===== config.mk =====
export PLATFORM = sky130hd
export DESIGN_NAME = left_adc_line_input_ctrl
export DESIGN_NICKNAME = d
export VERILOG_FILES = /design/src/hw/left_adc_line_pkg.sv /design/src/hw/left_adc_line_input_ctrl.sv
export SDC_FILE = /design/constraint.sdc
export NUM_CORES = 1
export LEC_CHECK = 0
export ABC_AREA = 1
export BUFFER_PORTS_ARGS = -buffer_cell sky130_fd_sc_hd__buf_2
export CORE_UTILIZATION = 47
export DETAILED_ROUTE_END_ITERATION = 6
export PLACE_DENSITY_LB_ADDON = 0.3
export SLEW_MARGIN = 20
export SYNTH_ARGS = -nofsm -noshare
export SYNTH_HDL_FRONTEND = slang
export SYNTH_SLANG_ARGS = --single-unit

===== constraint.sdc =====
create_clock -name clk -period 2.3 [get_ports clk]
set_input_delay 0.46 -clock clk [delete_from_list [all_inputs] [get_ports clk]]
set_output_delay 0.46 -clock clk [all_outputs]
set_load 0.01 [all_outputs]

===== src/hw/left_adc_line_pkg.sv =====
/*
 * Constants and carrier types for the left ADC line input control registers.
 * Assumes a byte-wide register port driven by the control serial bus decoder.
 */
package left_adc_line_pkg;

    localparam logic [7:0] LINE_ONE_ADDR    = 8'h13;
    localparam logic [7:0] LINE_TWO_ADDR    = 8'h14;

    localparam logic [7:0] LINE_ONE_RESET   = 8'h78;
    localparam logic [7:0] LINE_TWO_RESET   = 8'h78;

    localparam int CONFIG_BIT               = 7;
    localparam int LEVEL_MSB                = 6;
    localparam int LEVEL_LSB                = 3;
    localparam int POWER_BIT                = 2;
    localparam int BIAS_BIT                 = 2;
    localparam int STEP_MSB                 = 1;
    localparam int STEP_LSB                 = 0;

    localparam logic [3:0] LEVEL_MAX_GAIN   = 4'h8;
    localparam logic [3:0] LEVEL_DISCONNECT = 4'hF;

    localparam logic [1:0] STEP_EVERY_FS    = 2'h0;
    localparam logic [1:0] STEP_EVERY_TWO   = 2'h1;

    localparam int GAIN_WIDTH               = 7;

    typedef struct packed {
        logic       wrEn;
        logic       rdEn;
        logic [7:0] addr;
        logic [7:0] wrData;
    } reg_req_s;

    typedef struct packed {
        logic       differential;
        logic       connected;
        logic [3:0] level;
    } line_cfg_s;

    typedef enum logic [1:0] {
        STEP_FS,
        STEP_TWO_FS,
        STEP_OFF
    } step_mode_e;

endpackage : left_adc_line_pkg


===== src/hw/left_adc_line_input_ctrl.sv =====
/*
 * Left ADC line input control: two byte registers that set input ended
 * configuration, mix attenuation and connection, channel power, weak
 * common-mode bias and the left gain-amplifier soft-stepping of the gain.
 * Assumes a one-cycle register request from the control bus decoder, a
 * one-cycle sample-rate tick and the gain target from the gain register.
 */
`timescale 1ns/1ps
`default_nettype none

module left_adc_line_input_ctrl
    import left_adc_line_pkg::*;
(
    input  wire logic                  clk,
    input  wire logic                  reset_n,
    input  wire reg_req_s              regReq,
    input  wire logic                  fsTick,
    input  wire logic [GAIN_WIDTH-1:0] gainTarget,
    output var  logic [7:0]            rdData,
    output var  logic                  rdValid,
    output var  line_cfg_s             lineOneCfg,
    output var  line_cfg_s             lineTwoCfg,
    output var  logic                  adcPowerUp,
    output var  logic                  weakBiasEn,
    output var  step_mode_e            stepMode,
    output var  logic [GAIN_WIDTH-1:0] gainApplied
);

    logic [7:0] lineOneReg;
    logic [7:0] lineTwoReg;
    logic       halfPending;

    // reserved codes are treated as disconnected so a stray write cannot
    // inject an unknown attenuation into the mix
    function automatic line_cfg_s decode_line(input logic [7:0] value);
        line_cfg_s cfg;
        cfg.differential = value[CONFIG_BIT];
        cfg.level        = value[LEVEL_MSB:LEVEL_LSB];
        cfg.connected    = (value[LEVEL_MSB:LEVEL_LSB] <= LEVEL_MAX_GAIN);
        return cfg;
    endfunction : decode_line

    function automatic step_mode_e decode_step(input logic [1:0] code);
        case (code)
            STEP_EVERY_FS:  return STEP_FS;
            STEP_EVERY_TWO: return STEP_TWO_FS;
            default:        return STEP_OFF;
        endcase
    endfunction : decode_step

    wire logic writeOne = regReq.wrEn && (regReq.addr == LINE_ONE_ADDR);
    wire logic writeTwo = regReq.wrEn && (regReq.addr == LINE_TWO_ADDR);

    // register storage
    always_ff @(posedge clk)
    begin
        if (!reset_n)
        begin
            lineOneReg <= LINE_ONE_RESET;
        end
        else if (writeOne)
        begin
            lineOneReg <= regReq.wrData;
        end
    end

    always_ff @(posedge clk)
    begin
        if (!reset_n)
        begin
            lineTwoReg <= LINE_TWO_RESET;
        end
        else if (writeTwo)
        begin
            lineTwoReg <= {regReq.wrData[7:2], 2'h0};
        end
    end

    // register read-back, one cycle after the request
    always_ff @(posedge clk)
    begin
        if (!reset_n)
        begin
            rdData  <= 8'h00;
            rdValid <= 1'b0;
        end
        else
        begin
            rdValid <= regReq.rdEn;
            if (regReq.rdEn)
            begin
                case (regReq.addr)
                    LINE_ONE_ADDR: rdData <= lineOneReg;
                    LINE_TWO_ADDR: rdData <= {lineTwoReg[7:2], 2'h0};
                    default:       rdData <= 8'h00;
                endcase
            end
        end
    end

    // decoded controls follow the registers by one cycle
    always_ff @(posedge clk)
    begin
        if (!reset_n)
        begin
            lineOneCfg <= decode_line(LINE_ONE_RESET);
            lineTwoCfg <= decode_line(LINE_TWO_RESET);
            adcPowerUp <= 1'b0;
            weakBiasEn <= 1'b0;
            stepMode   <= STEP_FS;
        end
        else
        begin
            lineOneCfg <= decode_line(lineOneReg);
            lineTwoCfg <= decode_line(lineTwoReg);
            adcPowerUp <= lineOneReg[POWER_BIT];
            weakBiasEn <= lineTwoReg[BIAS_BIT];
            stepMode   <= decode_step(lineOneReg[STEP_MSB:STEP_LSB]);
        end
    end

    // soft-stepping: only one gain code per interval to avoid zipper noise
    wire logic stepNow = fsTick &&
        ((stepMode == STEP_FS) || (stepMode == STEP_TWO_FS && halfPending));

    always_ff @(posedge clk)
    begin
        if (!reset_n)
        begin
            halfPending <= 1'b0;
        end
        else if (stepMode != STEP_TWO_FS)
        begin
            halfPending <= 1'b0;
        end
        else if (fsTick)
        begin
            halfPending <= !halfPending;
        end
    end

    always_ff @(posedge clk)
    begin
        if (!reset_n)
        begin
            gainApplied <= '0;
        end
        else if (stepMode == STEP_OFF)
        begin
            gainApplied <= gainTarget;
        end
        else if (stepNow && gainApplied < gainTarget)
        begin
            gainApplied <= gainApplied + 7'h01;
        end
        else if (stepNow && gainApplied > gainTarget)
        begin
            gainApplied <= gainApplied - 7'h01;
        end
    end
endmodule : left_adc_line_input_ctrl

`default_nettype wire


==> flow_summary.html <==
<table>
<tr><th>Metric</th><th>Value</th></tr>
<tr><th colspan="2">Pwr</th></tr>
<tr><td>Cell leakage power</td><td>1.49 nW</td></tr>
<tr><td>Total Power</td><td>2.66 mW</td></tr>
<tr><td>Max IR drop VDD</td><td>0.411 mV</td></tr>
<tr><td>P per Cell Area</td><td>909 nW/um^2</td></tr>
<tr><th colspan="2">Logic synthesis</th></tr>
<tr><td>Proportion of synthesized flip-flops having asynchronous set or reset</td><td>0%</td></tr>
<tr><td>EDFF count, synth</td><td>0</td></tr>
<tr><td>Number of nets in the synthesized netlist</td><td>330</td></tr>
<tr><td>Synthesis warning total</td><td>0</td></tr>
<tr><td>Average cell area after synthesis</td><td>7.65 um^2</td></tr>
<tr><td>Portion of the post-synthesis area used by sequential elements</td><td>42.5%</td></tr>
<tr><td>Flop and latch count out of synthesis</td><td>47</td></tr>
<tr><td>Most common flop cell mapped by yosys</td><td>dfxtp_1</td></tr>
<tr><td>Cell area after synthesis</td><td>2210 um^2</td></tr>
<tr><td>Count of mapped cells out of synthesis</td><td>289</td></tr>
<tr><td>Unique cell type count in the Yosys netlist</td><td>32</td></tr>
<tr><th colspan="2">Clock network</th></tr>
<tr><td>Clock H-tree levels</td><td>2</td></tr>
<tr><td>Number of hold buffers added after CTS</td><td>0</td></tr>
<tr><td>Clock latency of the later-clocked register in the worst-skew pair</td><td>300 ps</td></tr>
<tr><td>Number of buffers added by the clock tree synthesis step</td><td>5</td></tr>
<tr><td>Clock tree root buffer cell</td><td>clkbuf_8</td></tr>
<tr><td>Clock Pin Slew Worst Setup and Hold Paths</td><td>90 ps</td></tr>
<tr><td>Sink count of the clock tree</td><td>47</td></tr>
<tr><td>Deepest clock path buffer count</td><td>2</td></tr>
<tr><td>TritonCTS clock tree</td><td>built</td></tr>
<tr><th colspan="2">Worst setup path</th></tr>
<tr><td>WP data required</td><td>2470 ps</td></tr>
<tr><td>Worst endpoint data arrival time</td><td>2350 ps</td></tr>
<tr><td>Critical path fanouts, max</td><td>8</td></tr>
<tr><td>Crit path capture type</td><td>register</td></tr>
<tr><td>R2r setup slk</td><td>120 ps</td></tr>
<tr><td>Critical path class</td><td>reg2reg</td></tr>
<tr><td>Worst Setup Start Kind</td><td>register</td></tr>
<tr><th colspan="2">Timing</th></tr>
<tr><td>Rel. slew slack</td><td>63.7%</td></tr>
<tr><td>Part of the cycle the worst path needs</td><td>94.7%</td></tr>
<tr><td>Setup repair after global routing missed its margin</td><td>yes</td></tr>
<tr><td>Final Max Tran Viols</td><td>0</td></tr>
<tr><td>Pin slew with the least headroom to its limit</td><td>540 ps</td></tr>
<tr><td>Fin worst setup slack</td><td>122 ps</td></tr>
<tr><td>Upper clock frequency limit</td><td>459 MHz</td></tr>
<tr><td>Final min period</td><td>2180 ps</td></tr>
<tr><td>Worst Skew</td><td>7.68 ps</td></tr>
<tr><td>Final Hold Fails</td><td>0</td></tr>
<tr><td>Number of setup violations in the final report</td><td>0</td></tr>
<tr><th colspan="2">Detailed routing</th></tr>
<tr><td>Drt initial violations</td><td>97</td></tr>
<tr><td>Wirelength, routed</td><td>5090 um</td></tr>
<tr><td>Mean number of vias per cell</td><td>4.91</td></tr>
<tr><td>Routed length per placed instance</td><td>12.0 um</td></tr>
<tr><td>Pre-Repair DR Iteration Count</td><td>6</td></tr>
<tr><td>Number of remaining DRC errors</td><td>10</td></tr>
<tr><td>Vias after detailed routing</td><td>2,088</td></tr>
<tr><td>Detail Route Antenna Nets</td><td>0</td></tr>
<tr><th colspan="2">Global route</th></tr>
<tr><td>Wire length of the first global-routing pass</td><td>8220 um</td></tr>
<tr><td>Via count of the first global-routing pass</td><td>1,886</td></tr>
<tr><td>Maximum number of pins on one net before global-route repair</td><td>27</td></tr>
<tr><td>Global routing usage summed across all routing layers</td><td>20.7%</td></tr>
<tr><td>Initial antenna violation count</td><td>0</td></tr>
<tr><td>Total overflow reported by the global router</td><td>0</td></tr>
<tr><th colspan="2">Finish</th></tr>
<tr><td>Diodes inserted</td><td>0</td></tr>
<tr><td>Net total in the final layout</td><td>413</td></tr>
<tr><td>P&amp;R area growth vs syn</td><td>32.4%</td></tr>
<tr><td>Share of post-route cells with drive strength above 1</td><td>34.3%</td></tr>
<tr><td>Final design utilization</td><td>65.9%</td></tr>
<tr><th colspan="2">Placed design</th></tr>
<tr><td>Pre-CTS WS</td><td>-240 ps</td></tr>
<tr><td>Final weighted congestion in routability-driven placement</td><td>0.837</td></tr>
<tr><td>Port Buf Inserts</td><td>59</td></tr>
<tr><td>Half-perimeter wire length of the detailed placement result</td><td>3760 um</td></tr>
<tr><th colspan="2">Die</th></tr>
<tr><td>Die ar.</td><td>4990 um^2</td></tr>
<tr><td>Initial core utilization</td><td>49.8%</td></tr>
<tr><td>Vert. Die Dim</td><td>70.6 um</td></tr>
<tr><td>Row Count</td><td>24</td></tr>
<tr><td>Top Ports</td><td>60</td></tr>
<tr><td>DIE WIDTH</td><td>70.6 um</td></tr>
<tr><td>Total core area</td><td>4440 um^2</td></tr>
<tr><th colspan="2">Outcome</th></tr>
<tr><td>Failing checks</td><td>design-rule violations</td></tr>
<tr><td>Run status</td><td>finished, violations left</td></tr>
<tr><th colspan="2">Run</th></tr>
<tr><td>Max Cap Viol</td><td>0</td></tr>
<tr><th colspan="2">Hold path</th></tr>
<tr><td>Hold Crit Class</td><td>in2reg</td></tr>
</table>
final timing paths:
path | startpoint | end | depth (start not counted)
min | regReq[3] | lineOneReg[3] | 3
min reg2reg | lineTwoReg[7] | lineTwoCfg[5] | 2
max reg2reg | gainApplied[4] | gainApplied[5] | 13
max | gainApplied[4] | gainApplied[5] | 13
power breakdown:
part,switching (mW),internal [mW]
sequential,0.0548,0.889
combinational,0.603,0.590
clock,0.281,0.246
cell usage in the layout, fill, tap and decap left out, types with 2 or more instances in the layout:
cell / count
nor4_1: 2
clkbuf_8: 6
nand2_2: 6
o31ai_1: 2
clkinv_4: 2
a21oi_2: 5
xnor2_1: 2
nor2_1: 17
nand2_4: 2
nand3_1: 5
buf_2: 59
buf_4: 21
nor2_2: 5
nand2_1: 49
nor3_1: 3
ha_1: 5
ha_4: 6
a31oi_1: 5
dfxtp_1: 41
dfxtp_4: 2
nand4_1: 2
a21oi_1: 21
dfxtp_2: 4
inv_1: 50
o22ai_1: 6
clkinv_1: 2
o21ai_0: 29
through the flow:
stage                     setup TNS [ps]  instance area [um^2]  cells  hold slack, ps
after floorplan                        0                  2210    289             407
after global placement              -557                  2690    414             417
after detailed placement            -851                  2690    414             420
after CTS                              0                  2790    422             390
after global routing               -71.0                  2930    425             402
final                                  0                  2930    425             398
state kept, by name, indices dropped and copies added (netlist names):
register and count:
stepMode 2, lineOneCfg 6, gainApplied 7, rdValid 1
adcPowerUp 1, weakBiasEn 1, halfPending 1, lineTwoCfg 6
lineTwoReg 6, lineOneReg 8, rdData 8
layer usage:
| metal | wire [um] | global-route usage [%] | part of all wire [%] | vias to the layer above |
|---|---|---|---|---|
| li1 | - | - | - | 1094 |
| met1 | 2340 | 26.4 | 46 | 937 |
| met2 | 2480 | 35.2 | 49 | 53 |
| met3 | 243 | 4.27 | 4.8 | 4 |
| met4 | 35 | 7.11 | 0.69 | 0 |
| met5 | 0 | 0 | 0 | - |
cells in the mapped netlist, types with 2 or more instances:
cell type	instances	area [um^2]
a21oi_1	23	115
a21oi_2	3	26.3
a31oi_1	5	31.3
buf_2	2	10.0
clkbuf_1	3	11.3
clkinv_1	2	7.51
dfxtp_1	47	941
ha_1	12	150
inv_1	51	191
nand2_1	52	195
nand2_2	3	18.8
nand2_4	2	22.5
nand3_1	6	30.0
nand4_1	2	12.5
nor2_1	17	63.8
nor2_2	5	31.3
nor3_1	3	15.0
nor4_1	2	12.5
o21ai_0	29	145
o22ai_1	6	37.5
o31ai_1	2	15.0
xnor2_1	2	17.5
critical path, cell delays in order (launching register included):
cell and delay [ps]:
dfxtp_4 360, ha_1 280, nand2_1 70, a21oi_2 190, inv_2 70, nand3_4 140
buf_6 120, ha_2 260, nand4_1 110, nand3_2 70, nand2_1 60, nand2_1 40
o211ai_1 180, a21oi_1 90
cells by family after synthesis:
kind of cell	count (synthesis)	synth area share [%]
simple gates	95	20.4
compound gates	70	17.3
buf+inv	61	10.9
flops	47	42.5
fa+ha+maj	13	7.69
xor+xnor	3	1.19
cell type report:
type                    count  area [um^2]
flip-flops and latches     47          953
clock inverters             2         16.3
multi-input cells         181         1130
clock buffers               6         82.6
well taps                  52         65.1
inverters                  56          219
fillers                   375         1520
repair buffers             81          464
repair_timing:
item                                    in CTS  in global routing
gates resized for setup                      0                 24
endpoints found under the setup margin       0                  4
buffers inserted                             0                  3
(Power assumes the default switching activity.)
